`src/hrs_pkg.sv`:
```
// Purpose: constants and types for the home return sequencer
// Assumes: 20 MHz system clock, parameters presented as static inputs
// Notes:   register map is over APB, one 32-bit word per register
package hrs_pkg;

  // bus and data widths
  localparam int unsigned ADDR_W  = 8;
  localparam int unsigned DATA_W  = 32;
  localparam int unsigned POS_W   = 32;
  localparam int unsigned SPD_W   = 16;
  localparam int unsigned TRQ_W   = 16;
  localparam int unsigned ACC_W   = 16;
  localparam int unsigned DWELL_W = 16;
  localparam int unsigned REV_W   = 16;

  // register byte addresses
  localparam logic [ADDR_W-1:0] REG_CFG     = 8'h00;
  localparam logic [ADDR_W-1:0] REG_HOMEPOS = 8'h04;
  localparam logic [ADDR_W-1:0] REG_SPEED   = 8'h08;
  localparam logic [ADDR_W-1:0] REG_DWELL   = 8'h0c;
  localparam logic [ADDR_W-1:0] REG_TORQUE  = 8'h10;
  localparam logic [ADDR_W-1:0] REG_ACCEL   = 8'h14;
  localparam logic [ADDR_W-1:0] REG_CTRL    = 8'h18;
  localparam logic [ADDR_W-1:0] REG_STATUS  = 8'h1c;
  localparam logic [ADDR_W-1:0] REG_CURPOS  = 8'h20;
  localparam logic [ADDR_W-1:0] REG_REVCNT  = 8'h24;

  // configuration and control field positions
  localparam int unsigned CFG_METHOD_LSB = 0;
  localparam int unsigned CFG_METHOD_W   = 4;
  localparam int unsigned CFG_DIR_BIT    = 4;
  localparam int unsigned CFG_INCR_BIT   = 5;
  localparam int unsigned CFG_STROKE_BIT = 6;
  localparam int unsigned CFG_ABSEN_BIT  = 7;
  localparam int unsigned CTRL_START_BIT = 0;
  localparam int unsigned CTRL_CLRF_BIT  = 1;

  // method digits
  localparam logic [3:0] METH_DOG     = 4'h0;
  localparam logic [3:0] METH_COUNT   = 4'h1;
  localparam logic [3:0] METH_DATASET = 4'h2;
  localparam logic [3:0] METH_STOPPER = 4'h3;
  localparam logic [3:0] METH_IGNORE  = 4'h4;

  // reset values
  localparam logic [DATA_W-1:0] CFG_RST   = 32'h0000_0000;
  localparam logic [SPD_W-1:0]  SPEED_RST = 16'h0064;
  localparam logic [DWELL_W-1:0] DWELL_RST = 16'h0064;
  localparam logic [TRQ_W-1:0]  TRQ_RST   = 16'h0064;
  localparam logic [ACC_W-1:0]  ACC_RST   = 16'h0064;
  localparam logic [TRQ_W-1:0]  TRQ_FULL  = 16'hffff;

  // absolute revolution range
  localparam int REV_LIMIT = 32767;

  // dwell unit is 1 ms
  localparam int unsigned CLK_HZ      = 20_000_000;
  localparam int unsigned DWELL_MS_NS = 1_000_000;
  localparam int unsigned CLK_NS      = 1_000_000_000 / CLK_HZ;
  localparam int unsigned MS_CYCLES   = DWELL_MS_NS / CLK_NS;

  typedef enum logic [6:0] {
    ST_IDLE    = 7'b000_0001,
    ST_SEEK    = 7'b000_0010,
    ST_BACKOFF = 7'b000_0100,
    ST_NORMAL  = 7'b000_1000,
    ST_PRESS   = 7'b001_0000,
    ST_DWELL   = 7'b010_0000,
    ST_FAULT   = 7'b100_0000
  } hrs_state_t;

endpackage : hrs_pkg

```
`src/hrs_dwell_timer.sv`:
```
// Purpose: millisecond dwell timer for stopper contact
// Assumes: cleared while run is low, counts whole milliseconds
// Notes:   done pulses high every other cycle from expiry while run stays high
`timescale 1ns/100ps
module hrs_dwell_timer #(
  parameter int unsigned MS_CYC = hrs_pkg::MS_CYCLES
) (
  input  wire logic                        clk_sys,
  input  wire logic                        rst_n,
  input  wire logic                        run,
  input  wire logic [hrs_pkg::DWELL_W-1:0] dwellMs,
  output logic                             done
);
  import hrs_pkg::*;

  logic [23:0]         tickCnt_r;
  logic [DWELL_W-1:0]  msCnt_r;
  logic                done_r;

  // sub-millisecond prescaler and millisecond count
  always_ff @(posedge clk_sys or negedge rst_n) begin
    if (!rst_n) begin
      tickCnt_r <= 24'h00_0000;
      msCnt_r   <= '0;
      done_r    <= 1'b0;
    end else if (!run) begin
      tickCnt_r <= 24'h00_0000;
      msCnt_r   <= '0;
      done_r    <= 1'b0;
    end else if (done_r) begin
      done_r <= 1'b0;
    end else if (msCnt_r >= dwellMs) begin
      done_r <= 1'b1; // expiry
    end else if (tickCnt_r == 24'(MS_CYC - 1)) begin
      tickCnt_r <= 24'h00_0000;
      msCnt_r   <= msCnt_r + 1'b1;
    end else begin
      tickCnt_r <= tickCnt_r + 1'b1;
    end
  end

  assign done = done_r;

endmodule // hrs_dwell_timer

```
`src/hrs_home_return_sequencer.sv`:
```
// Purpose: home return sequencer with APB register file
// Assumes: motion feedback inputs synchronous to clk_sys
// Notes:   dog and count searches run elsewhere; this block steers them
//
// The placing of the registers and the APB slave port were decided locally.
`timescale 1ns/100ps
module hrs_home_return_sequencer (
  input  wire logic                        clk_sys,
  input  wire logic                        rst_n,
  input  wire logic                        psel,
  input  wire logic                        penable,
  input  wire logic                        pwrite,
  input  wire logic [hrs_pkg::ADDR_W-1:0]  paddr,
  input  wire logic [hrs_pkg::DATA_W-1:0]  pwdata,
  output logic [hrs_pkg::DATA_W-1:0]       prdata,
  output logic                             pready,
  output logic                             pslverr,
  input  wire logic                        auto_manual_select,
  input  wire logic                        table_select_bit0,
  input  wire logic                        table_select_bit1,
  input  wire logic                        homeStart,
  input  wire logic                        servoOn,
  input  wire logic                        proxSwitch,
  input  wire logic                        limitFwd,
  input  wire logic                        limitRev,
  input  wire logic                        stopContact,
  input  wire logic                        searchDone,
  input  wire logic [hrs_pkg::POS_W-1:0]   encoderPos,
  input  wire logic                        absEraseAlarm,
  input  wire logic                        abs_counter_warning,
  output logic                             moveEn,
  output logic                             moveDirRev,
  output logic [hrs_pkg::SPD_W-1:0]        moveSpeed,
  output logic [hrs_pkg::ACC_W-1:0]        moveAccel,
  output logic [hrs_pkg::TRQ_W-1:0]        torqueLimit,
  output logic                             searchRun,
  output logic                             softLimitEn,
  output logic                             home_done,
  output logic                             homeFault,
  output logic                             absValid
);
  import hrs_pkg::*;
  ////////////////////////////////////////////////////////////////////////
  // register file
  logic [DATA_W-1:0]  cfg_r;
  logic [POS_W-1:0]   homePos_r;
  logic [SPD_W-1:0]   speed_r;
  logic [DWELL_W-1:0] dwell_r;
  logic [TRQ_W-1:0]   torque_r;
  logic [ACC_W-1:0]   accel_r;
  logic               swStart;
  logic               swClrFault;
  logic               wrEn;
  logic               addrOk;
  // decoding shared by read and write paths
  function automatic logic hrsMapped(input logic [ADDR_W-1:0] a);
    case (a)
      REG_CFG, REG_HOMEPOS, REG_SPEED, REG_DWELL, REG_TORQUE,
      REG_ACCEL, REG_CTRL, REG_STATUS, REG_CURPOS, REG_REVCNT:
        hrsMapped = 1'b1;
      default: hrsMapped = 1'b0;
    endcase
  endfunction
  assign pready  = 1'b1;
  assign addrOk  = hrsMapped(paddr);
  assign pslverr = psel & penable & ~addrOk;
  assign wrEn    = psel & penable & pwrite & addrOk;
  assign swStart    = wrEn & (paddr == REG_CTRL) & pwdata[CTRL_START_BIT];
  assign swClrFault = wrEn & (paddr == REG_CTRL) & pwdata[CTRL_CLRF_BIT];
  // configuration registers
  always_ff @(posedge clk_sys or negedge rst_n) begin
    if (!rst_n) begin
      cfg_r     <= CFG_RST;
      homePos_r <= '0;
      speed_r   <= SPEED_RST;
      dwell_r   <= DWELL_RST;
      torque_r  <= TRQ_RST;
      accel_r   <= ACC_RST;
    end else if (wrEn) begin
      case (paddr)
        REG_CFG:     cfg_r     <= pwdata;
        REG_HOMEPOS: homePos_r <= pwdata;
        REG_SPEED:   speed_r   <= pwdata[SPD_W-1:0];
        REG_DWELL:   dwell_r   <= pwdata[DWELL_W-1:0];
        REG_TORQUE:  torque_r  <= pwdata[TRQ_W-1:0];
        REG_ACCEL:   accel_r   <= pwdata[ACC_W-1:0];
        default: ;
      endcase
    end
  end

  logic [3:0] method;
  logic       dirRev;
  logic       incrMode;
  logic       strokeless;
  logic       absEnable;
  assign method     = cfg_r[CFG_METHOD_LSB +: CFG_METHOD_W];
  assign dirRev     = cfg_r[CFG_DIR_BIT];
  assign incrMode   = cfg_r[CFG_INCR_BIT];
  assign strokeless = cfg_r[CFG_STROKE_BIT];
  assign absEnable  = cfg_r[CFG_ABSEN_BIT];
  ////////////////////////////////////////////////////////////////////////
  // sequencer
  hrs_state_t state_r;
  hrs_state_t state_nxt;
  logic       homeMode;
  logic       go;
  logic       servoOn_r;
  logic       dwellDone;
  logic       atFarLimit;
  logic       atNearLimit;
  logic       done_nxt;
  logic       sawProx_r;
  // home mode only with auto/manual high and table bits low
  assign homeMode = auto_manual_select & ~table_select_bit0
                  & ~table_select_bit1;
  assign go       = homeMode & (homeStart | swStart) & (state_r == ST_IDLE);
  assign atNearLimit = dirRev ? limitRev : limitFwd;
  assign atFarLimit  = dirRev ? limitFwd : limitRev;
  // next state
  always_comb begin
    state_nxt = state_r;
    done_nxt  = 1'b0;
    case (state_r)
      ST_IDLE: begin
        if (go) begin
          case (method)
            METH_DOG, METH_COUNT: begin
              state_nxt = proxSwitch ? ST_BACKOFF : ST_SEEK;
            end
            METH_DATASET: done_nxt = 1'b1;
            METH_STOPPER: state_nxt = ST_PRESS;
            METH_IGNORE:  done_nxt = 1'b1;
            default: ;
          endcase
        end else if (homeMode && method == METH_IGNORE
                     && servoOn && !servoOn_r) begin
          done_nxt = 1'b1;
        end
      end
      ST_SEEK: begin
        if (atNearLimit) state_nxt = ST_BACKOFF;
        else if (searchDone) begin
          state_nxt = ST_IDLE;
          done_nxt  = 1'b1;
        end
      end
      ST_BACKOFF: begin
        if (atFarLimit) state_nxt = ST_FAULT;
        else if (sawProx_r && !proxSwitch) state_nxt = ST_NORMAL;
      end
      ST_NORMAL: begin
        if (atFarLimit) state_nxt = ST_FAULT;
        else if (searchDone) begin
          state_nxt = ST_IDLE;
          done_nxt  = 1'b1;
        end
      end
      ST_PRESS: if (stopContact) state_nxt = ST_DWELL;
      ST_DWELL: begin
        if (dwellDone) begin
          state_nxt = ST_IDLE;
          done_nxt  = 1'b1;
        end
      end
      ST_FAULT: if (swClrFault) state_nxt = ST_IDLE;
      default: state_nxt = ST_IDLE;
    endcase
  end
  // state register and servo-on edge
  always_ff @(posedge clk_sys or negedge rst_n) begin
    if (!rst_n) begin
      state_r   <= ST_IDLE;
      servoOn_r <= 1'b0;
    end else begin
      state_r   <= state_nxt;
      servoOn_r <= servoOn;
    end
  end
  // backoff remembers passing the proximity switch
  always_ff @(posedge clk_sys or negedge rst_n) begin
    if (!rst_n) begin
      sawProx_r <= 1'b0;
    end else if (state_r != ST_BACKOFF) begin
      sawProx_r <= 1'b0;
    end else if (proxSwitch) begin
      sawProx_r <= 1'b1;
    end
  end

  hrs_dwell_timer u_dwell (
    .clk_sys (clk_sys),
    .rst_n   (rst_n),
    .run     (state_r == ST_DWELL),
    .dwellMs (dwell_r),
    .done    (dwellDone)
  );

  ////////////////////////////////////////////////////////////////////////
  // position, done flag and absolute validity
  logic [POS_W-1:0] curPos_r;
  logic [POS_W-1:0] posBase_r;
  logic             homeDone_r;
  logic             fault_r;
  logic             absLost_r;
  // current position follows the encoder relative to the home offset
  always_ff @(posedge clk_sys or negedge rst_n) begin
    if (!rst_n) begin
      posBase_r <= '0;
    end else if (done_nxt) begin
      posBase_r <= encoderPos - homePos_r;
    end
  end
  assign curPos_r = encoderPos - posBase_r;

  // home done drops at start and rises on completion, which wins in the same cycle
  always_ff @(posedge clk_sys or negedge rst_n) begin
    if (!rst_n) begin
      homeDone_r <= 1'b0;
    end else if (done_nxt) begin
      homeDone_r <= 1'b1;
    end else if (go || absEraseAlarm || abs_counter_warning) begin
      homeDone_r <= 1'b0;
    end
  end

  // fault sticks until cleared; a new fault wins over the clear
  always_ff @(posedge clk_sys or negedge rst_n) begin
    if (!rst_n) begin
      fault_r <= 1'b0;
    end else if (state_nxt == ST_FAULT) begin
      fault_r <= 1'b1;
    end else if (swClrFault) begin
      fault_r <= 1'b0;
    end
  end

  // absolute loss stays until a fresh home setting
  always_ff @(posedge clk_sys or negedge rst_n) begin
    if (!rst_n) begin
      absLost_r <= 1'b0;
    end else if (absEraseAlarm || abs_counter_warning) begin
      absLost_r <= 1'b1;
    end else if (done_nxt) begin
      absLost_r <= 1'b0;
    end
  end

  // revolution count is the upper half of the position; its range check gates absolute valid
  logic [REV_W-1:0] revCnt;
  logic signed [POS_W-1:0] revFull;
  logic revInRange;
  assign revFull = $signed(curPos_r) >>> REV_W;
  assign revInRange = (revFull <= REV_LIMIT) && (revFull >= -REV_LIMIT);
  assign revCnt = revFull[REV_W-1:0];

  ////////////////////////////////////////////////////////////////////////
  // motion outputs
  logic autoRet;
  assign autoRet = (state_r == ST_SEEK) || (state_r == ST_BACKOFF)
                || (state_r == ST_NORMAL);
  always_ff @(posedge clk_sys or negedge rst_n) begin
    if (!rst_n) begin
      moveEn      <= 1'b0;
      moveDirRev  <= 1'b0;
      moveSpeed   <= '0;
      moveAccel   <= '0;
      torqueLimit <= TRQ_FULL;
      searchRun   <= 1'b0;
      softLimitEn <= 1'b1;
      homeFault   <= 1'b0;
      absValid    <= 1'b0;
      home_done   <= 1'b0;
    end else begin
      moveEn      <= (state_nxt == ST_SEEK) || (state_nxt == ST_BACKOFF)
                  || (state_nxt == ST_PRESS);
      moveDirRev  <= (state_nxt == ST_BACKOFF) ? ~dirRev : dirRev;
      moveSpeed   <= speed_r;
      moveAccel   <= accel_r;
      torqueLimit <= ((state_nxt == ST_PRESS) || (state_nxt == ST_DWELL))
                   ? torque_r : TRQ_FULL;
      searchRun   <= (state_nxt == ST_NORMAL) || (state_nxt == ST_SEEK);
      softLimitEn <= ~((state_nxt == ST_SEEK) || (state_nxt == ST_BACKOFF)
                   || (state_nxt == ST_NORMAL));
      homeFault   <= fault_r;
      absValid    <= absEnable & ~incrMode & ~strokeless & ~absLost_r
                   & homeDone_r & revInRange;
      home_done   <= homeDone_r;
    end
  end

  ////////////////////////////////////////////////////////////////////////
  // read mux
  always_comb begin
    prdata = '0;
    case (paddr)
      REG_CFG:     prdata = cfg_r;
      REG_HOMEPOS: prdata = homePos_r;
      REG_SPEED:   prdata = {16'h0000, speed_r};
      REG_DWELL:   prdata = {16'h0000, dwell_r};
      REG_TORQUE:  prdata = {16'h0000, torque_r};
      REG_ACCEL:   prdata = {16'h0000, accel_r};
      REG_STATUS:  prdata = {25'h0, state_r == ST_FAULT, absLost_r,
                             autoRet, homeMode, fault_r, absValid,
                             homeDone_r};
      REG_CURPOS:  prdata = curPos_r;
      REG_REVCNT:  prdata = {16'h0000, revCnt};
      default:     prdata = '0;
    endcase
  end
endmodule // hrs_home_return_sequencer

```
`config.mk`:
```
export PLATFORM = sky130hd
export DESIGN_NAME = hrs_home_return_sequencer
export DESIGN_NICKNAME = d
export VERILOG_FILES = /design/src/hrs_pkg.sv /design/src/hrs_dwell_timer.sv /design/src/hrs_home_return_sequencer.sv
export SDC_FILE = /design/constraint.sdc
export NUM_CORES = 1
export LEC_CHECK = 0
export BUFFER_PORTS_ARGS = -buffer_cell sky130_fd_sc_hd__buf_2
export CAP_MARGIN = 30
export CORE_AREA = 2 2 264 240
export CTS_CLUSTER_SIZE = 14
export DETAILED_ROUTE_END_ITERATION = 6
export DIE_AREA = 0 0 266 242
export GPL_TIMING_DRIVEN = 1
export PLACE_DENSITY_LB_ADDON = 0.15
export SYNTH_ARGS = -nofsm -noshare
export SYNTH_HDL_FRONTEND = slang
export SYNTH_HIERARCHICAL = 1
export SYNTH_SLANG_ARGS = --single-unit
```
`constraint.sdc`:
```
create_clock -name clk_sys -period 3.1 [get_ports clk_sys]
set_input_delay 0.31 -clock clk_sys [delete_from_list [all_inputs] [get_ports clk_sys]]
set_output_delay 0.31 -clock clk_sys [all_outputs]
set_load 0.005 [all_outputs]
```
# Word level (Yosys, flattened, before mapping)
# Cells that the tools add are included.
dict set report word_totals {
  ff_bits 268
  in_bits 89
}
dict set report classes {
  order_cmp 3
  n_addsub 4
  muxes 45
  n_eq_ne 31
  reduce_logical 34
  bitwise 25
}
# cell count
set op_table {}
lappend op_table {{$pmux 32 s9} 1}
lappend op_table {{$mux 24} 4}
lappend op_table {{$mux 16} 5}
lappend op_table {{$sub 32x32->32} 2}
lappend op_table {{$mux 7} 9}
lappend op_table {{$pmux 7 s7} 1}
lappend op_table {{$eq 8x5->1 const B} 4}
lappend op_table {{$add 24x1->24 const B} 1}
lappend op_table {{$eq 24x15->1 const B} 1}
lappend op_table {{$mux 1} 22}
lappend op_table {{$add 16x1->16 const B} 1}
lappend op_table {{$and 1x1->1} 16}
lappend op_table {{$eq 8x4->1 const B} 2}
lappend op_table {{$eq 8x6->1 const B} 2}
lappend op_table {{$ge 16x16->1} 1}
lappend op_table {{$ge 16x16->1 const B} 1}
lappend op_table {{$le 16x16->1 const B} 1}
lappend op_table {{$eq 7x2->1 const B} 2}
lappend op_table {{$eq 7x3->1 const B} 2}
lappend op_table {{$eq 7x4->1 const B} 2}
lappend op_table {{$eq 7x5->1 const B} 2}
lappend op_table {{$eq 7x6->1 const B} 2}
lappend op_table {{$eq 7x7->1 const B} 2}
lappend op_table {{$pmux 7 s2} 1}
lappend op_table {{21 further kinds} 55}

# Logic depth before layout (Yosys ltp)
dict set report depth {
  word_depth 15
  ltp_mapped 14
  ltp_nobuf 14
}

# Modules after synthesis
# Netlist, hierarchy kept.
# module seq_area_each_um2 instances cells_each area_per_inst_um2
set modules_own_cells {}
lappend modules_own_cells {hrs_home_return_sequencer 5718.0 1 1200 12542.0}
lappend modules_own_cells {hrs_dwell_timer 1026.0 1 303 2736.4}

# Worst setup path before layout
# Ideal clock, no wire load.
dict set report synth_timing {
  path_type {input port to flip-flop}
  startpoint {in encoderPos[0] (netlist bit)}
  endpoint {reg absValid}
  path_stages 14
  path_slack_ns 0.162
  setup_time_ns 0.127
  arrival_ns 2.811
  path_cell_list {inv_1 > ha_1 > inv_1 > fa_1 > a21oi_1 > o21ai_0 > a211o_1 > a31oi_1 > o21a_1 > xor2_1 > and4b_1 > nand4_1 > nor4_1 > nor3_1}
}
dict set report synth_between {
  elab_chain_cells 4
}
# element line_no
set synth_lines {}
lappend synth_lines {{from (decl)} hrs_home_return_sequencer.sv:28} ;# input wire logic [hrs_pkg::POS_W-1:0] encoderPos,
lappend synth_lines {{$sub 32x32->32 *} hrs_home_return_sequencer.sv:214} ;# assign curPos_r = encoderPos - posBase_r;
lappend synth_lines {{$le 16x16->1 / $ge 16x16->1 (equally long branches)} hrs_home_return_sequencer.sv:254} ;# assign revInRange = (revFull <= REV_LIMIT) && (revFull >= -REV_LIMIT);
lappend synth_lines {{$logic_and 1x1->1 *} hrs_home_return_sequencer.sv:254}
lappend synth_lines {{$and 1x1->1 *} hrs_home_return_sequencer.sv:287} ;# & homeDone_r & revInRange;
lappend synth_lines {{to (signal assigned)} hrs_home_return_sequencer.sv:286} ;# absValid <= absEnable & ~incrMode & ~strokeless & ~absLost_r
lappend synth_lines {{to (decl)} hrs_home_return_sequencer.sv:40} ;# output logic absValid
# Mark *: on every way between the ends. The rest lies on a longest branch, timed or not.
# A chain may end at the register's enable or synchronous reset.

# Worst setup path after layout
dict set report layout_timing {
  startpoint {reg posBase_r[0]}
  endpoint {out prdata[30] (netlist bit)}
}
dict set report layout_between {
  elab_chain_cells 2
}
# element line_no
set layout_lines {}
lappend layout_lines {{from (decl)} hrs_home_return_sequencer.sv:202} ;# logic [POS_W-1:0] posBase_r;
lappend layout_lines {{from (signal assigned)} hrs_home_return_sequencer.sv:211} ;# posBase_r <= encoderPos - homePos_r;
lappend layout_lines {{$sub 32x32->32} hrs_home_return_sequencer.sv:214}
lappend layout_lines {{$pmux 32 s9} hrs_home_return_sequencer.sv:296} ;# case (paddr)
lappend layout_lines {{to (decl)} hrs_home_return_sequencer.sv:15} ;# output logic [hrs_pkg::DATA_W-1:0] prdata,
# No other way between the ends.

==> out/metrics.csv <==
stage,metric,value,unit
outcome,outcome,"complete, but fails checks",
outcome,failing checks,negative setup slack,
die,die width,266,um
timing,final number of max-transition violations,0,
finish,Antenna diodes,0,
critical_path,cells on worst reg2reg path,14,
die,Chip Height,242,um
finish,fillers,6421,
critical_path,critical path launch point,posBase_r[0],
worst_hold_path,hold depth,4,
detailed_routing,routed wire length,57000,um
die,Core ar.,61800,um^2
place,PortBufs,176,
synth,Syn Inst Count,1503,
finish,Synth-to-Final Area Change,35.3,%
detailed_routing,DRT iter0 DRCs,862,
power_and_ir_drop,VDD IR-drop max,0.322,mV
finish,NumNets Final,2051,
critical_path,worst stage delay on the critical path,0.36,ns
timing,final setup skew,0.0134,ns
synth,syn_area_per_cell,10.2,um^2
timing,WHS,0.0433,ns
power_and_ir_drop,"Power, Total",11.0,mW
global_routing,GR Util All Layers,17.6,%
synth,Synth area leader,dfrtp_1,
finish,final core occ,33.4,%
timing,Final period util,117,%
critical_path,critical path class,reg -> out,
timing,Least-Margin Pin Slew,1.01,ns
global_routing,pin count of the biggest net entering global routing,96,
timing,final worst slack,-0.531,ns
synth,post-synthesis sequential element count,268,
critical_path,"Req. time, crit path",2.79,ns
worst_hold_path,Hold Startpoint,absEraseAlarm,
detailed_routing,drt pass-1 iters,5,
synth,sequential-to-total area share from yosys stat,44.1,%
global_routing,first-pass GRT wire length,85600,um
job,max-cap violations,0,
die,die area,64400,um^2
clocking,worst skew pair latency,0.56,ns
clocking,Longest Clk Path Bufs,3,
critical_path,Crit. path cell count,13,
critical_path,critical-path cell list,ha_2 > inv_2 > fa_2 > a21oi_4 > o21ai_4 > a211o_1 > a31oi_2 > o21a_2 > o31a_1 > xor2_2 > buf_4 > o21ai_2 > buf_2,
synth,Post-synth top flop,dfrtp_1,
clocking,clk sinks,268,
synth,ranking of synthesized cells by area,"dfrtp_1, mux2_2, ha_1, dfstp_2, o21ai_0",
detailed_routing,WL per Instance,21.1,um
place,placed cell count,2606,
power_and_ir_drop,leak pwr,9.52,nW
timing,Slew headroom,32.2,%
global_routing,antenna violations before repair,2,
worst_hold_path,worst min-delay path category,in -> reg,
synth,Yosys Warn Count,6,
critical_path,Critical path buffers and inverters,3,
global_routing,grt ovf,0,
detailed_routing,vias post-DR,13300,
detailed_routing,post-route DRC violation count,0,
timing,minimum clock period,3.63,ns
clocking,TritonCTS clock tree,built,
critical_path,R2R Path Start,posBase_r[0],
die,starting density of the core,24.7,%
synth,share of the synthesized area in the top cell type,39.0,%
timing,endpoints failing setup,29,
detailed_routing,ANT nets after route,0,
detailed_routing,Vias/cell,4.92,
synth,Mapped Nets,1674,
finish,Multi-input gate area,8630,um^2
critical_path,Slowest cell on crit path,dfrtp_1,
clocking,"Reg clk slew, reported paths",0.06,ns
finish,Reg area,6740,um^2
finish,final cell count without fillers,2707,
global_routing,vias in the first global route,13500,
critical_path,Crit Path Max Fanout,3,
synth,post-synthesis cell type count,86,
place,Post-Place Setup Slack,-0.557,ns
synth,Post-synth EDFFs,0,
clocking,H-tree depth,2,
place,GP Congestion,0.868,
critical_path,crit path launch type,flop,
critical_path,Setup crit end kind,primary output,
critical_path,Critical Path AT,3.32,ns
clocking,CTS Buf Count,35,
critical_path,CP top delay family,compound AO/OA/AOI/OAI gates,
place,hpwl dp,42500,um
finish,share of cells above drive strength 1,38.0,%
timing,Final Hold Fails,0,
timing,RSZ-0062 raised after global routing,true,
synth,share of async-settable or async-resettable flops after synthesis,100,%
clocking,CTS root buf,clkbuf_16,
power_and_ir_drop,pwr dens,531,nW/um^2
synth,Synth Cell Area,15300,um^2
timing,Fmax,275,MHz
die,row count,87,
die,Boundary Pins,178,
-- synth_stat cells (all sizes together), types with 4 or more instances --
master	n
a21boi	4
clkbuf	36
nand4	15
a221oi	16
a22o	14
and2	8
nor2b	16
a21oi	91
and4	9
a211o	5
dfstp	30
a21o	21
nor3	18
a31oi	14
a221o	9
mux2	127
nor2	72
nor3b	4
o21ai	100
a211oi	4
or4	10
dfrtp	238
xnor2	29
nand2	99
or2	17
mux2i	6
o31ai	24
o221ai	9
buf	17
o2111ai	7
o211ai	10
xor2	31
nor4	10
nand3	43
o41ai	5
inv	110
and3	22
a22oi	30
a222oi	4
o21a	14
ha	80
nand2b	19
or3	13
-- path summary, 6_finish.rpt --
path	endpoint	slack, ns
worst min register to register	moveAccel[12]	0.40
min in group asynchronous	posBase_r[24]	0.25
worst max-delay path	prdata[30]	-0.53
worst min-delay path	homeDone_r	0.04
worst max register to register	absValid	-0.09
max in group asynchronous	torqueLimit[6]	1.94
-- logic make-up (layout without fill, tap and decap cells) --
group	Yosys count	after routing	synth area share, %
mux	133	133	9.75
xor+xnor	60	60	3.44
other cells	1	1	0.0245
flops	268	268	44.1
simple gates	385	385	13.4
fa+ha+maj	82	82	6.81
compound gates	411	411	18.2
buf+inv	163	566	4.18
-- registers in the layout, summed over array words and instances, names as in the netlist, 7 cells and up --
| name | flops |
|---|---|
| state_r | 7 |
| torqueLimit | 16 |
| dwell_r | 16 |
| moveSpeed | 16 |
| u_dwell/tickCnt_r | 24 |
| u_dwell/msCnt_r | 16 |
| speed_r | 16 |
| moveAccel | 16 |
| homePos_r | 32 |
| posBase_r | 32 |
| cfg_r | 32 |
| accel_r | 16 |
| torque_r | 16 |
-- per-stage QoR --
step	TNS (ns)	area [um^2]
floorplan	0	15300
global placement	-8.60	18400
detailed placement	-9.36	18400
CTS	-12.84	20400
global route	-14.91	20700
finish	-11.07	20700
-- cell type report --
cell class                      instances  share of cell area [%]
Multi-Input combinational cell       1072                    41.7
Sequential cell                       268                    32.6
Timing Repair Buffer                  393                    13.2
Clock buffer                           51                    4.92
Tap cell                              801                    4.85
Inverter                              110                    2.00
Clock inverter                         12                   0.648
-- layer usage --
layer	routed length, um	share of wire (%)	vias up	global-route usage (%)
li1	-	-	6289	-
met1	28100	49	6662	25.7
met2	25400	44	298	27.0
met3	2510	4.4	57	2.49
met4	1040	1.8	0	4.51
met5	0	0	-	0
-- tightest hold or removal path, cell delays in order --
cell,delay [ns]
buf_2,0.07
nor2_1,0.05
nand2_1,0.05
o21ai_0,0.06
-- what timing repair did --
action                                 in CTS  in global routing
setup buffers                              16                  9
gates resized for setup                    98                 58
endpoints found under the hold margin      66                  0
setup endpoints to repair                  39                 42
pin swaps                                  35                 40
hold buffers                               18                  0
-- layout by cell type, fill, tap and decap left out, types with 10 or more instances in the layout --
cell type / synthesis / final
nor2_1: 72 / 69
a21o_1: 21 / 21
buf_2: 6 / 174
or2_2: 17 / 17
buf_6: 1 / 14
dfstp_2: 30 / 30
o21a_1: 14 / 13
mux2_2: 127 / 127
nor3_1: 16 / 14
ha_4: 0 / 11
and3_1: 22 / 22
clkbuf_16: 0 / 36
nand3_1: 41 / 39
nand4_1: 15 / 15
ha_1: 80 / 68
nand2b_1: 19 / 19
o21ai_0: 95 / 69
inv_2: 0 / 10
a31oi_1: 14 / 10
o21ai_2: 0 / 12
a21oi_2: 6 / 13
a221oi_1: 16 / 15
o21ai_1: 5 / 15
dlygate4sd3_1: 0 / 18
xor2_1: 31 / 28
or3_1: 13 / 13
a22oi_1: 30 / 30
nand2_1: 99 / 95
buf_4: 3 / 177
inv_1: 110 / 100
a21oi_1: 85 / 75
a22o_1: 14 / 14
xnor2_1: 29 / 23
dfrtp_1: 238 / 238
o31ai_1: 24 / 24
nor2b_1: 16 / 15
-- report_power, final --
part           total, mW  internal [mW]  switching (mW)  leakage, nW
Clock               4.19           2.46            1.73        0.561
Combinational       3.10           1.49            1.62         5.41
Sequential          3.69           3.62          0.0643         3.55
Total               11.0           7.57            3.41         9.52
Note: power is estimated with default switching activity, not from simulation.
